**src/hdl/scir_defs.svh**
```systemverilog
// Offsets, field positions, reset values and timing values in nanoseconds of the setup registers
`ifndef SCIR_DEFS_SVH
`define SCIR_DEFS_SVH

// ----------------------------------------------------------------------
// Register offsets
// ----------------------------------------------------------------------
`define SCIR_OFS_SETUP 15'h0000
`define SCIR_OFS_POWER 15'h0002
`define SCIR_OFS_CLASS 15'h0003
`define SCIR_OFS_FAMLO 15'h0004
`define SCIR_OFS_FAMHI 15'h0005
`define SCIR_OFS_HOLD 15'h0010

// ----------------------------------------------------------------------
// Field positions
// ----------------------------------------------------------------------
`define SCIR_BIT_SRST 7
`define SCIR_BIT_ASCEND 5
`define SCIR_BIT_RDOUT 4
`define SCIR_BIT_HOLD 0

// ----------------------------------------------------------------------
// Reset values
// ----------------------------------------------------------------------
`define SCIR_RST_SETUP 8'h30
`define SCIR_RST_POWER 8'h00
`define SCIR_RST_HOLD 8'h00

// ----------------------------------------------------------------------
// Timing: soft reset hold time and clock period
// ----------------------------------------------------------------------
`define SCIR_SRST_NS 750
`define SCIR_CLK_NS 40

`endif

```
**src/hdl/scir_pkg.sv**
```systemverilog
// Types shared by the setup register block
package scir_pkg;

   // Power state encodings
   typedef enum logic [1:0]
   {
      SCIR_PWR_NORMAL = 2'h0,
      SCIR_PWR_RSVD1 = 2'h1,
      SCIR_PWR_RSVD2 = 2'h2,
      SCIR_PWR_DOWN = 2'h3
   } scir_pwr_t;

   // Serial frame states
   typedef enum logic [1:0]
   {
      SCIR_ST_CMD,
      SCIR_ST_DATA,
      SCIR_ST_BUSY
   } scir_state_t;

endpackage : scir_pkg

```
**src/hdl/serial_config_id_regs.sv**
```systemverilog
// Serial control port slave with setup, power and identification registers
//
// Function
// - Soft reset bit seven resets whole chip
// - Soft reset bit clears itself afterwards
// - Read output flag bit four reads one
// - Direction bit five: zero down, one up
// - Power field: zero normal, three down
// - Device class field fixed read-only code
// - Family identification sixteen-bit fixed read-only
// - Setup register resets to 0x30
// - Address freeze keeps streaming address constant
`timescale 1ns/10ps
`include "scir_defs.svh"

module serial_config_id_regs
#(
   parameter logic [3:0] CLASS_CODE = 4'ha,      // Arbitrary value
   parameter logic [15:0] FAMILY_CODE = 16'h5a5a // Arbitrary value
)
(
   input wire logic sys_clk,       // System clock, 25 MHz
   input wire logic reset_n,       // Asynchronous reset, active low
   input wire logic spiCsN,        // Chip select pin, active low
   input wire logic spiSclk,       // Serial clock pin
   input wire logic spiSdi,        // Serial data in pin
   output logic spiSdo,            // Serial data out pin, always driven
   output logic chipResetN,        // Chip-wide reset, active low
   output logic [1:0] powerState,  // Selected power state
   output logic powerDown          // Lowest power state selected
);

   // ----------------------------------------------------------------------
   // Derived timing
   // ----------------------------------------------------------------------
   localparam int SRST_CYC = (`SCIR_SRST_NS + `SCIR_CLK_NS - 1) / `SCIR_CLK_NS;

   // ----------------------------------------------------------------------
   // Reset release and pin synchronisers
   // ----------------------------------------------------------------------
   logic [1:0] rstSync_ff;      // Reset release chain
   logic rstN;                  // Released reset
   logic [2:0] pinA_ff;         // First stage of pins
   logic [2:0] pinB_ff;         // Second stage of pins
   logic sclkOld_ff;            // Previous serial clock level

   // Reset release through two flip-flops
   always_ff @(posedge sys_clk or negedge reset_n)
   begin
      if (!reset_n)
      begin
         rstSync_ff <= 2'h0;
      end
      else
      begin
         rstSync_ff <= {rstSync_ff[0], 1'b1};
      end
   end
   assign rstN = rstSync_ff[1];

   // Pins pass two flip-flops
   always_ff @(posedge sys_clk or negedge rstN)
   begin
      if (!rstN)
      begin
         pinA_ff <= 3'h1;
         pinB_ff <= 3'h1;
         sclkOld_ff <= 1'b0;
      end
      else
      begin
         pinA_ff <= {spiSdi, spiSclk, spiCsN};
         pinB_ff <= pinA_ff;
         sclkOld_ff <= pinB_ff[1];
      end
   end

   logic csN;                   // Synchronised chip select
   logic sdi;                   // Synchronised data in
   logic rise;                  // Serial clock rising edge
   logic fall;                  // Serial clock falling edge
   assign csN = pinB_ff[0];
   assign sdi = pinB_ff[2];
   assign rise = pinB_ff[1] & ~sclkOld_ff;
   assign fall = ~pinB_ff[1] & sclkOld_ff;

   // ----------------------------------------------------------------------
   // Frame and register state
   // ----------------------------------------------------------------------
   scir_pkg::scir_state_t state_ff, nxt_state_ff;   // Frame state
   logic [4:0] bitCnt_ff, nxt_bitCnt_ff;            // Bit position in word
   logic [15:0] shift_ff, nxt_shift_ff;             // Incoming shift register
   logic [14:0] addr_ff, nxt_addr_ff;               // Current register address
   logic rd_ff, nxt_rd_ff;                          // Frame is a read
   logic [7:0] outSh_ff, nxt_outSh_ff;              // Outgoing byte
   logic sdo_ff, nxt_sdo_ff;                        // Data out level
   logic [7:0] setup_ff, nxt_setup_ff;              // Interface setup register
   logic [7:0] power_ff, nxt_power_ff;              // Power state register
   logic [7:0] classHi_ff, nxt_classHi_ff;          // Writable upper class bits
   logic [7:0] hold_ff, nxt_hold_ff;                // Address freeze register
   logic [9:0] srstCnt_ff, nxt_srstCnt_ff;          // Soft reset timer

   // Read mux over the register map
   function automatic logic [7:0] readReg(input logic [14:0] a, input logic [7:0] su,
                                          input logic [7:0] pw, input logic [7:0] ch,
                                          input logic [7:0] hd);
      logic [7:0] v;
      v = 8'h00;
      case (a)
         `SCIR_OFS_SETUP: v = su | (8'h01 << `SCIR_BIT_RDOUT);
         `SCIR_OFS_POWER: v = pw;
         `SCIR_OFS_CLASS: v = {ch[7:4], CLASS_CODE};
         `SCIR_OFS_FAMLO: v = FAMILY_CODE[7:0];
         `SCIR_OFS_FAMHI: v = FAMILY_CODE[15:8];
         `SCIR_OFS_HOLD: v = hd;
         default: v = 8'h00;
      endcase
      return v;
   endfunction : readReg

   // Next address during streaming
   function automatic logic [14:0] stepAddr(input logic [14:0] a, input logic [7:0] su,
                                            input logic [7:0] hd);
      logic [14:0] n;
      n = a;
      if (hd[`SCIR_BIT_HOLD])
      begin
         n = a;
      end
      else if (su[`SCIR_BIT_ASCEND])
      begin
         n = a + 15'h0001;
      end
      else
      begin
         n = a - 15'h0001;
      end
      return n;
   endfunction : stepAddr

   // Next state of frame decoder and registers
   always_comb
   begin
      nxt_state_ff = state_ff;
      nxt_bitCnt_ff = bitCnt_ff;
      nxt_shift_ff = shift_ff;
      nxt_addr_ff = addr_ff;
      nxt_rd_ff = rd_ff;
      nxt_outSh_ff = outSh_ff;
      nxt_sdo_ff = sdo_ff;
      nxt_setup_ff = setup_ff;
      nxt_power_ff = power_ff;
      nxt_classHi_ff = classHi_ff;
      nxt_hold_ff = hold_ff;
      nxt_srstCnt_ff = srstCnt_ff;
      case (state_ff)
         scir_pkg::SCIR_ST_BUSY:
         begin
            // Chip held in reset; serial traffic ignored, host must wait
            if (srstCnt_ff == 10'h000)
            begin
               nxt_state_ff = scir_pkg::SCIR_ST_CMD;
            end
            else
            begin
               nxt_srstCnt_ff = srstCnt_ff - 10'h001;
            end
         end
         default:
         begin
            if (csN)
            begin
               // Frame ends: back to command phase, read line parked low
               nxt_state_ff = scir_pkg::SCIR_ST_CMD;
               nxt_bitCnt_ff = 5'h00;
               nxt_sdo_ff = 1'b0;
            end
            else if (rise)
            begin
               nxt_shift_ff = {shift_ff[14:0], sdi};
               nxt_bitCnt_ff = bitCnt_ff + 5'h01;
               if (state_ff == scir_pkg::SCIR_ST_CMD && bitCnt_ff == 5'h0f)
               begin
                  // Command word: read flag then address
                  nxt_rd_ff = shift_ff[14];
                  nxt_addr_ff = {shift_ff[13:0], sdi};
                  nxt_outSh_ff = readReg({shift_ff[13:0], sdi}, setup_ff, power_ff,
                                         classHi_ff, hold_ff);
                  nxt_bitCnt_ff = 5'h00;
                  nxt_state_ff = scir_pkg::SCIR_ST_DATA;
               end
               else if (state_ff == scir_pkg::SCIR_ST_DATA && bitCnt_ff == 5'h07)
               begin
                  nxt_bitCnt_ff = 5'h00;
                  nxt_addr_ff = stepAddr(addr_ff, setup_ff, hold_ff);
                  nxt_outSh_ff = readReg(stepAddr(addr_ff, setup_ff, hold_ff), setup_ff,
                                         power_ff, classHi_ff, hold_ff);
                  if (!rd_ff)
                  begin
                     case (addr_ff)
                        `SCIR_OFS_SETUP:
                        begin
                           nxt_setup_ff = {shift_ff[6:0], sdi};
                           nxt_setup_ff[`SCIR_BIT_RDOUT] = 1'b1;
                           if (sdi == 1'b0 && shift_ff[6])
                           begin
                              // Soft reset: whole chip for the hold time
                              nxt_setup_ff = `SCIR_RST_SETUP;
                              nxt_power_ff = `SCIR_RST_POWER;
                              nxt_classHi_ff = 8'h00;
                              nxt_hold_ff = `SCIR_RST_HOLD;
                              nxt_srstCnt_ff = 10'(SRST_CYC - 1);
                              nxt_state_ff = scir_pkg::SCIR_ST_BUSY;
                           end
                           else if (shift_ff[6])
                           begin
                              // Soft reset with bit zero set as well
                              nxt_setup_ff = `SCIR_RST_SETUP;
                              nxt_power_ff = `SCIR_RST_POWER;
                              nxt_classHi_ff = 8'h00;
                              nxt_hold_ff = `SCIR_RST_HOLD;
                              nxt_srstCnt_ff = 10'(SRST_CYC - 1);
                              nxt_state_ff = scir_pkg::SCIR_ST_BUSY;
                           end
                        end
                        `SCIR_OFS_POWER: nxt_power_ff = {shift_ff[6:0], sdi};
                        `SCIR_OFS_CLASS: nxt_classHi_ff = {shift_ff[6:3], 4'h0};
                        `SCIR_OFS_HOLD: nxt_hold_ff = {shift_ff[6:0], sdi};
                        default: nxt_hold_ff = hold_ff;
                     endcase
                  end
               end
            end
            else if (fall && state_ff == scir_pkg::SCIR_ST_DATA)
            begin
               // Read data leaves on the dedicated output, MSB first
               nxt_sdo_ff = outSh_ff[7];
               nxt_outSh_ff = {outSh_ff[6:0], 1'b0};
            end
         end
      endcase
   end

   // Register the frame and register state
   always_ff @(posedge sys_clk or negedge rstN)
   begin
      if (!rstN)
      begin
         state_ff <= scir_pkg::SCIR_ST_CMD;
         bitCnt_ff <= 5'h00;
         shift_ff <= 16'h0000;
         addr_ff <= 15'h0000;
         rd_ff <= 1'b0;
         outSh_ff <= 8'h00;
         sdo_ff <= 1'b0;
         setup_ff <= `SCIR_RST_SETUP;
         power_ff <= `SCIR_RST_POWER;
         classHi_ff <= 8'h00;
         hold_ff <= `SCIR_RST_HOLD;
         srstCnt_ff <= 10'h000;
      end
      else
      begin
         state_ff <= nxt_state_ff;
         bitCnt_ff <= nxt_bitCnt_ff;
         shift_ff <= nxt_shift_ff;
         addr_ff <= nxt_addr_ff;
         rd_ff <= nxt_rd_ff;
         outSh_ff <= nxt_outSh_ff;
         sdo_ff <= nxt_sdo_ff;
         setup_ff <= nxt_setup_ff;
         power_ff <= nxt_power_ff;
         classHi_ff <= nxt_classHi_ff;
         hold_ff <= nxt_hold_ff;
         srstCnt_ff <= nxt_srstCnt_ff;
      end
   end

   // ----------------------------------------------------------------------
   // Outputs
   // ----------------------------------------------------------------------
   assign spiSdo = sdo_ff;
   assign chipResetN = rstN & (state_ff != scir_pkg::SCIR_ST_BUSY);
   assign powerState = power_ff[1:0];
   assign powerDown = (power_ff[1:0] == scir_pkg::SCIR_PWR_DOWN);

endmodule : serial_config_id_regs

```
**config.mk**
```make
export PLATFORM = sky130hd
export DESIGN_NAME = serial_config_id_regs
export DESIGN_NICKNAME = d
export VERILOG_FILES = /design/src/hdl/scir_pkg.sv /design/src/hdl/serial_config_id_regs.sv
export VERILOG_INCLUDE_DIRS = /design/src /design/src/hdl
export SDC_FILE = /design/constraint.sdc
export NUM_CORES = 1
export LEC_CHECK = 0
export BUFFER_PORTS_ARGS = -buffer_cell sky130_fd_sc_hd__buf_2
export CAP_MARGIN = 20
export CORE_ASPECT_RATIO = 0.75
export CORE_MARGIN = 5
export CORE_UTILIZATION = 65
export DETAILED_ROUTE_END_ITERATION = 8
export GPL_TIMING_DRIVEN = 0
export PLACE_DENSITY = 0.82
export SYNTH_ARGS = -nofsm -noshare
export SYNTH_HDL_FRONTEND = slang
export SYNTH_SLANG_ARGS = --single-unit
```
**constraint.sdc**
```tcl
create_clock -name sys_clk -period 7.59 [get_ports sys_clk]
set_input_delay 0.3795 -clock sys_clk [delete_from_list [all_inputs] [get_ports sys_clk]]
set_output_delay 0.3795 -clock sys_clk [all_outputs]
set_load 0.03 [all_outputs]
```
==> Yosys cells after proc, flatten, opt, wreduce, memory -nomap -nowiden <==
Cells that the tools add are included.
{ "word_totals": {"word_cells": 144, "output_inout_bits": 5, "regBits": 98, "input_bits": 5} }
{ "classes": {"eq_ne": 28, "add_sub_neg": 4, "mux": 48, "n_bitwise": 10, "reduce_logical": 38} }
{ "ops": {"columns": ["operator", "count"], "rows": [
  ["2-to-1 mux 15 bit", 8],
  ["2-to-1 mux 10 bit", 10],
  ["== test 15 x 2 -> 1 bit, second input constant", 6],
  ["one-hot mux 8 bit (5 select lines)", 2],
  ["== test 15 x 3 -> 1 bit, second input constant", 4],
  ["2-to-1 mux 8 bit", 6],
  ["one-hot mux 8 bit (2 select lines)", 3],
  ["== test 15 x 5 -> 1 bit, second input constant", 3],
  ["logical NOT 15 bit", 3],
  ["AND reduction 8 bit", 4],
  ["2-to-1 mux 2 bit", 10],
  ["2-to-1 mux 5 bit", 4],
  ["nonzero test 2 bit", 10],
  ["adder 15 x 1 -> 15 bit, second input constant", 1],
  ["subtractor 15 x 1 -> 15 bit, second input constant", 1],
  ["2-to-1 mux 7 bit", 2],
  ["AND reduction 4 bit", 3],
  ["logical NOT 10 bit", 1],
  ["subtractor 10 x 1 -> 10 bit, second input constant", 1],
  ["inequality test 2 bit, second input constant", 4],
  ["nonzero test 4 bit", 2],
  ["inverter 1 bit", 7],
  ["AND reduction 7 bit", 1],
  ["inequality test 2 x 1 -> 1 bit, second input constant", 3],
  ["18 further kinds", 29]
]} }

==> Logic depth before layout (Yosys ltp) <==
Gate-level depths: netlist of run 1.
{ "depth": {"ltp_word": 14, "ltp_mapped": 12, "ltp_nobuf": 10} }

==> Least setup slack after synthesis of run 1 <==
No wires, ideal clock.
{ "synth_path": {"path_type": "reg-to-reg", "start": "register setup_ff[5]", "end": "register outSh_ff[5]", "path_stages_with_launch": 12, "setup_time_ns": 0.065, "path_buffers": 1, "t_arrival_ns": 3.284, "required_ns": 7.525, "period_less_slack_ns": 3.350, "path_slack_ns": 4.240, "cell_sequence": "dfstp_2 inv_1 ha_1 buf_6 a21oi_2 o2111ai_1 a221o_1 a21o_1 a2111o_1 a221oi_4 and4_1 a31o_1"} }
{ "synth_via": {"elab_chain_len": 13, "word_cells_on_any_way": 19, "classes_between": "eq/ne: 5; mux: 12; reduce/logical: 2"} }
{ "synth_lines": {"columns": ["item", "line", "text"], "rows": [
  ["from (decl)", "serial_config_id_regs.sv:97", "logic [7:0] setup_ff, nxt_setup_ff;"],
  ["from (signal assigned)", "serial_config_id_regs.sv:256", "setup_ff <= `SCIR_RST_SETUP;"],
  ["from (signal assigned)", "serial_config_id_regs.sv:271", "setup_ff <= nxt_setup_ff;"],
  ["2-to-1 mux 15 bit", "serial_config_id_regs.sv:130", "else if (su[`SCIR_BIT_ASCEND])"],
  ["2-to-1 mux 15 bit (2 in a row)", null, null],
  ["2-to-1 mux 15 bit", "serial_config_id_regs.sv:182", "if (state_ff == scir_pkg::SCIR_ST_CMD && bitCnt_ff == 5'h0f)"],
  ["2-to-1 mux 15 bit", "serial_config_id_regs.sv:178", "else if (rise)"],
  ["2-to-1 mux 15 bit", "serial_config_id_regs.sv:171", "if (csN)"],
  ["2-to-1 mux 15 bit", "serial_config_id_regs.sv:156", "case (state_ff)"],
  ["== test 15 x 3 -> 1 bit", "serial_config_id_regs.sv:109", "case (a)"],
  ["OR reduction 2 bit (no line)", null, null],
  ["one-hot mux 8 bit (5 select lines)", "serial_config_id_regs.sv:109", null],
  ["2-to-1 mux 8 bit", "serial_config_id_regs.sv:192", "else if (state_ff == scir_pkg::SCIR_ST_DATA && bitCnt_ff == 5'h07)"],
  ["2-to-1 mux 8 bit (*)", "serial_config_id_regs.sv:182", null],
  ["2-to-1 mux 8 bit (*)", "serial_config_id_regs.sv:178", null],
  ["to (signal assigned)", "serial_config_id_regs.sv:269", "outSh_ff <= nxt_outSh_ff;"],
  ["to (decl)", "serial_config_id_regs.sv:95", "logic [7:0] outSh_ff, nxt_outSh_ff;"]
]} }
Every way passes the cells marked *; elsewhere a longest branch is shown, timed or not. The select of a mux whose other input is x is not followed.
A chain may end at the register's enable or synchronous reset.

==> Worst setup path after layout of run 1 <==
{ "layout_path": {"start": "register setup_ff[5]", "end": "register outSh_ff[3]"} }
{ "layout_via": {"elab_chain_len": 13, "word_cells_on_any_way": 18, "classes_between": "eq/ne: 5; mux: 11; reduce/logical: 2"} }
{ "layout_lines": {"columns": ["item", "line"], "rows": [
  ["2-to-1 mux 15 bit (*)", "serial_config_id_regs.sv:130"],
  ["2-to-1 mux 15 bit (*) (2 in a row)", null],
  ["2-to-1 mux 15 bit (*)", "serial_config_id_regs.sv:182"],
  ["2-to-1 mux 15 bit (*)", "serial_config_id_regs.sv:178"],
  ["2-to-1 mux 15 bit (*)", "serial_config_id_regs.sv:171"],
  ["2-to-1 mux 15 bit (*)", "serial_config_id_regs.sv:156"],
  ["== test 15 x 3 -> 1 bit", "serial_config_id_regs.sv:109"],
  ["OR reduction 2 bit (no line)", null],
  ["one-hot mux 8 bit (5 select lines) (*)", "serial_config_id_regs.sv:109"],
  ["2-to-1 mux 8 bit (*)", "serial_config_id_regs.sv:192"],
  ["2-to-1 mux 8 bit (*)", "serial_config_id_regs.sv:182"],
  ["2-to-1 mux 8 bit (*)", "serial_config_id_regs.sv:178"]
]} }
Marks and branches as above.

==> results of run 1 <==
## kinds of logic after synthesis
family,Yosys count
buffers and inverters,55
AND/OR/NAND/NOR,241
other,1
XOR/XNOR,14
multiplexers,32
adder cells (fa/ha/maj),18
flip-flops,92
AO/OA/AOI/OAI,195
## flip-flops by register name, summed over array words and instances, names as in the netlist, 3 cells and up
name,cells
setup_ff,6
pinA_ff,3
bitCnt_ff,5
power_ff,8
classHi_ff,4
shift_ff,15
outSh_ff,8
addr_ff,15
hold_ff,8
srstCnt_ff,10
pinB_ff,3
## Yosys cell counts, drive strengths merged, types with 5 or more instances
cell | number | area, um^2
buf | 7 | 52.54
o211ai | 10 | 75.07
and3 | 7 | 43.79
a22o | 7 | 61.31
o21ai | 64 | 324.1
nor4 | 11 | 68.82
mux2 | 14 | 157.7
nand2b | 10 | 62.56
dfrtp | 89 | 2227
nor2 | 58 | 217.7
nor2b | 5 | 31.28
mux2i | 18 | 180.2
nand3 | 21 | 105.1
clkbuf | 27 | 101.4
and2 | 7 | 43.79
a21o | 6 | 45.04
xnor2 | 11 | 96.34
a31oi | 8 | 50.05
inv | 21 | 78.83
ha | 17 | 212.7
a211oi | 5 | 60.05
nor3 | 17 | 85.08
nand2 | 82 | 307.8
a21oi | 45 | 229.0
o22ai | 12 | 88.84
o31ai | 7 | 52.55
nand4 | 5 | 31.28
## per-layer routing
layer / vias to the layer above / global-route usage [%] / share of wire (%) / routed length [um]
met5: - / 0 / 0.045 / 7
met3: 40 / 8.391 / 11 / 1772
met4: 2 / 8.309 / 1.9 / 304
met2: 303 / 44.26 / 44 / 6803
met1: 2506 / 41.85 / 43 / 6720
li1: 2400 / - / - / -
## layout make-up
| class | instances | share of cell area (%) |
|---|---|---|
| multi-input cells | 501 | 50.59 |
| clock buffers | 9 | 3.659 |
| flip-flops and latches | 92 | 37.52 |
| repair buffers | 11 | 1.341 |
| clock inverters | 7 | 0.9146 |
| well taps | 108 | 2.195 |
| plain buffers | 34 | 2.500 |
| inverters | 21 | 1.280 |
## power groups by stage
stage	logic [uW]	registers (uW)	clock network [uW]
2_1_floorplan	75.8	540	0
3_3_place_gp	104	554	0
3_5_place_dp	113	550	0
4_1_cts	114	541	438
5_1_grt	128	544	459
6_report	119	543	435
## final timing paths
check / slack, ns / from / end / cells after the start
max in group asynchronous: 6.58 / rstSync_ff[1] / pinA_ff[0] / 1
min reg2reg: 0.32 / rstSync_ff[1] / addr_ff[7] / 0
max reg2reg: 3.24 / setup_ff[5] / outSh_ff[3] / 10
min: 0.12 / spiCsN / pinA_ff[0] / 1
max: 3.24 / setup_ff[5] / outSh_ff[3] / 10
min in group asynchronous: 0.32 / rstSync_ff[1] / addr_ff[7] / 0
## per-stage QoR
stage | instances | total power, uW | util [%] | instance area, um^2 | setup WS [ns]
2_1_floorplan | 648 | 615.7 | - | 5653 | 4.240
3_3_place_gp | 765 | 657.7 | 69.00 | 5833 | 3.489
3_5_place_dp | 766 | 663.1 | 69.37 | 5864 | 3.455
4_1_cts | 783 | 1093 | 72.81 | 6156 | 3.444
5_1_grt | 783 | 1132 | 72.81 | 6156 | 3.186
6_report | 783 | 1097 | 72.81 | 6156 | 3.241
## cell usage in the layout, fill, tap and decap left out, types with 11 or more instances in the layout
cell	n
dfrtp_1	88
nand2_1	82
o21ai_0	59
nor2_1	58
a21oi_1	44
clkbuf_1	27
inv_1	21
nand3_1	21
mux2i_1	18
nor3_1	17
ha_1	17
mux2_2	14
buf_2	12
nor4_1	11
o22ai_1	11
xnor2_1	11
==> flow_summary.yaml, run 1 <==
run_status:
  status: "finished clean"
clock_network:
  h-tree-depth: 3
  cts_setup_buffers: 0
  ctsRootBufferMaster: "clkbuf_16"
  cts_hold_buffers: 1
  numClockSinks: 92
  clk_pin_slew_ns: 0.07
  clock_path_buffers: 2
  clk_latency_ns: 0.36
  numCtsBuffers: 9
  post_cts_resize_count: 0
  cts_tree: "yes"
pwr:
  sw_frac_of_total_pct: 29.42
  p_int_uw: 774.1
  p_leak_uw: 0.002747
  p_switching_uw: 322.6
  pwr_density_cell_nw_per_um2: 178.2
  clkPwrFrac_pct: 39.7
  pwr-share-comb_pct: 10.8
  peakVddDrop_v: 0.0002516
  seq_power_share_pct: 49.5
grt:
  grt_pass1_vias: 4963
  overflow: 0
  grt_usage_pct: 29.49
  antenna_found_initial: 1
  grt_max_degree: 53
  grt_pass1_wl_um: 25370
floorplan:
  rows: 29
  die_h_um: 90.76
  fp.dieArea_um2: 10680
  pin_count: 10
  initial_utilization_pct: 66.86
  core_um2: 8454
  die_w_um: 117.7
timing:
  maxSlewViolCount: 0
  tns_ns: 0
  finClkSkew_ns: 0.01047
  fin_crit_sh_pct: 57.29
  rsz0062_at_grt: "no"
  final-hold-violation-count: 0
  tightestPinTransition_ns: 0.8196
  fin_crit_ns: 4.349
  hold_ws_ns: 0.1229
  slew_headroom_pct: 44.94
  fmax_mhz: 230.0
  final-setup-viol-count: 0
synth:
  synth-simple-area-share_pct: 20.05
  synth_compound_area_share_pct: 22.71
  synthCells: 648
  synth_ff_type: "dfrtp_1"
  synth-edff-count: 0
  synth_cell_type_count: 69
  yosys_warnings: 0
  synthMuxAreaShare_pct: 5.976
  synth-xor-area-share_pct: 2.169
  synth-seq-cells: 92
  synthesis.nets: 671
  synth_top_family_by_area: "compound AO/OA/AOI/OAI gates"
  synthArstFlopShare_pct: 100.0
  syn_avg_cell_area_um2: 8.724
  ys_seq_area_share_pct: 40.79
  syn_area_um2: 5653
  yosys.area_share.adder_pct: 4.117
route:
  drc: 0
  vias_per_cell: 6.706
  vias: 5251
  wire_per_inst_um: 19.93
  drt-total-wl_um: 15610
  dr.pass1.iters: 6
  ant_nets: 0
  drt_iter0_drc: 631
layout:
  diodes: 0
  seq_area_um2: 2310
  areaGrowthSynthToFinish_pct: 8.898
  multiInputGateArea_um2: 3114
  nFillCells: 665
  drive_above_1_share_pct: 9.778
  nNetsFinal: 693
worst_setup_path:
  crit_fanout: 18
  cp_num_buf_inv: 2
  worstSetupEndpointType: "register"
  critPathLaunchType: "register"
  crit_chain: "inv_1 -> fa_1 -> a211oi_2 -> nor3b_1 -> o31ai_1 -> clkbuf_1 -> mux2i_1 -> a2bb2oi_1 -> a211oi_1 -> a211o_2"
  worstPathRequired_ns: 7.83
  worstPathArrival_ns: 4.59
  cp_top_family: "compound AO/OA/AOI/OAI gates"
  crit_slowest_cell: "o31ai_1"
  slowest_delay_ns: 0.66
  worst-setup-path-type: "reg2reg"
flow_run:
  max_cap_violations: 0
hold_path:
  hp-class: "in2reg"
placed_design:
  gp_congestion: 0.9893
  dp_hpwl_um: 11570
  numPortBuffers: 9
No activity file was read; power rests on OpenSTA's default activity.
==> inputs of run 2 (changes only) <==
Settings changed: ABC_AREA set to 1, CORE_UTILIZATION 65 to 64, PLACE_DENSITY 0.82 to 0.81.
Clock period 7.59 ns to 4.05 ns, I/O delays scaled along.
==> flow_summary.yaml, run 2 <==
route:
  dr.pass1.iters: 6
  ant_nets: 0
  drt_iter0_drc: 779
  vias_per_cell: 5.930
  drt-total-wl_um: 16680
  vias: 5900
  wire_per_inst_um: 16.76
  drc: 0
timing:
  hold_ws_ns: 0.1801
  final-setup-viol-count: 0
  slew_headroom_pct: 55.21
  maxSlewViolCount: 0
  fin_crit_sh_pct: 89.32
  rsz0062_at_grt: "no"
  finClkSkew_ns: 0.008603
  fin_crit_ns: 3.617
  fmax_mhz: 276.4
  tightestPinTransition_ns: 0.6718
  tns_ns: 0
  final-hold-violation-count: 0
flow_run:
  max_cap_violations: 0
placed_design:
  gp_congestion: 0.9399
  dp_hpwl_um: 12750
  numPortBuffers: 9
worst_setup_path:
  worstPathArrival_ns: 3.90
  crit_slowest_cell: "dfstp_2"
  worstSetupEndpointType: "register"
  worstPathRequired_ns: 4.33
  critPathLaunchType: "register"
  cp_num_buf_inv: 2
  crit_chain: "inv_1 -> ha_1 -> nand2_1 -> nor2_2 -> nand3_1 -> nand4_1 -> nand3_1 -> nand2_1 -> nand4_1 -> nor2_1 -> buf_2 -> o21ai_0 -> nand4_1 -> nand2_1 -> nand2_1 -> nand2_1 -> nand2_1"
  slowest_delay_ns: 0.60
  cp_top_family: "simple AND/OR/NAND/NOR gates"
  crit_fanout: 15
  worst-setup-path-type: "reg2reg"
  cp_common_cell: "nand2_1"
pwr:
  p_leak_uw: 0.003345
  peakVddDrop_v: 0.0003340
  pwr_density_cell_nw_per_um2: 304.3
clock_network:
  post_cts_resize_count: 0
  cts_hold_buffers: 4
  numCtsBuffers: 9
  ctsRootBufferMaster: "clkbuf_16"
  numClockSinks: 92
  cts_setup_buffers: 0
  clk_latency_ns: 0.34
  clock_path_buffers: 2
  h-tree-depth: 3
  clk_pin_slew_ns: 0.07
  cts_tree: "yes"
layout:
  drive_above_1_share_pct: 10.84
  areaGrowthSynthToFinish_pct: 9.549
  final_common_cell: "nand2_1"
  nNetsFinal: 885
  top_regs: "addr_ff x15, shift_ff x15, srstCnt_ff x10"
  final_cell_mix: "nand2_1 (209), inv_1 (116), dfrtp_1 (88), nor2_1 (74), o21ai_0 (71)"
  diodes: 0
floorplan:
  core_um2: 9084
  rows: 30
  die_h_um: 93.59
  fp.dieArea_um2: 11370
  die_w_um: 121.5
  pin_count: 10
  initial_utilization_pct: 65.63
synth:
  synth_ff_type: "dfrtp_1"
  yosys.area.top_type_share_pct: 37.36
  synth.area.top_cells: "dfrtp_1 (37%), nand2_1 (13%), inv_1 (7.3%)"
  synth-edff-count: 0
  synth-seq-cells: 92
  synth_area_leader_cell: "dfrtp_1"
  synth_most_common_cell: "nand2_1"
  ys_seq_area_share_pct: 38.68
  syn_avg_cell_area_um2: 7.123
  synthCells: 837
  yosys_warnings: 0
  ys_top_cells_by_count: "nand2_1 (209), inv_1 (116), dfrtp_1 (89)"
  synthArstFlopShare_pct: 100.0
  syn_area_um2: 5962
  synth_cell_type_count: 45
  synthesis.nets: 860
grt:
  antenna_found_initial: 0
  overflow: 0
  grt_pass1_vias: 5441
  grt_usage_pct: 31.05
  grt_max_degree: 67
  grt_pass1_wl_um: 27540
hold_path:
  hp-class: "in2async"
run_status:
  status: "finished clean"
==> run 2: cell types whose count changed after synthesis, sizes merged, moves of 9 or more <==
cell	change
nand2	+142
inv	+109
nand3	+43
nor2	+31
nand4	+23
mux2i	-18
clkbuf	-15
o21ai	+14
mux2	-13
a21oi	-12
nand2b	-10
nor3	-9
==> run 2: cell families (layout without fill, tap and decap cells) <==
group / after synthesis / count (layout) / share of synthesized area [%]
AOI/OAI and AO/OA: 145 / 145 / 13.77
DFF: 92 / 92 / 38.68
adders and majority gates: 18 / 18 / 3.903
muxes: 1 / 1 / 0.1889
and+or+nand+nor: 420 / 420 / 32.11
buffers and inverters: 152 / 182 / 10.12
xor gates and xnor gates: 8 / 8 / 1.175
other: 1 / 1 / 0.06290
==> run 2: cell type report <==
cell class | count | area (um^2)
repair buffers | 14 | 112.6
clock buffers | 10 | 239.0
plain buffers | 22 | 115.1
inverters | 130 | 488.0
well taps | 128 | 160.2
fillers | 776 | 2552
multi-input cells | 593 | 3053
flip-flops and latches | 92 | 2310
clock inverters | 6 | 53.80
==> run 2: per-layer routing <==
metal / up-vias / global-route usage, % / part of all wire (%) / wire length [um]
met1: 2780 / 48.69 / 47 / 7837
met4: 0 / 7.649 / 1.6 / 275
li1: 2782 / - / - / -
met5: - / 0 / 0 / 0
met3: 30 / 6.832 / 11 / 1769
met2: 308 / 43.22 / 41 / 6797
==> run 2: where the power goes <==
group / internal [uW] / switching (uW)
Clock: 445 / 381
Sequential: 946 / 32.4
Combinational: 48.0 / 135
==> run 2: path summary, 6_finish.rpt <==
path / cells past startpoint / slack (ns) / startpoint / to
hold reg to reg: 0 / 0.24 / rstSync_ff[1] / addr_ff[12]
min in group sys_clk: 0 / 0.34 / pinA_ff[2] / pinB_ff[2]
hold / removal: 2 / 0.18 / reset_n / rstSync_ff[1]
setup reg to reg: 17 / 0.43 / setup_ff[5] / outSh_ff[4]
max in group asynchronous: 1 / 3.16 / rstSync_ff[1] / setup_ff[5]
setup / recovery: 17 / 0.43 / setup_ff[5] / outSh_ff[4]
==> run 2: stage by stage <==
stage | power, uW | cells | area (um^2) | setup slack, ns | utilization [%]
floorplan | 1106 | 837 | 5962 | 0.9992 | -
global placement | 1159 | 974 | 6167 | 0.3795 | 67.89
detailed placement | 1167 | 975 | 6198 | 0.5710 | 68.24
CTS | 1985 | 995 | 6531 | 0.5376 | 71.90
global route | 2056 | 995 | 6531 | 0.1705 | 71.90
finish | 1988 | 995 | 6531 | 0.4326 | 71.90
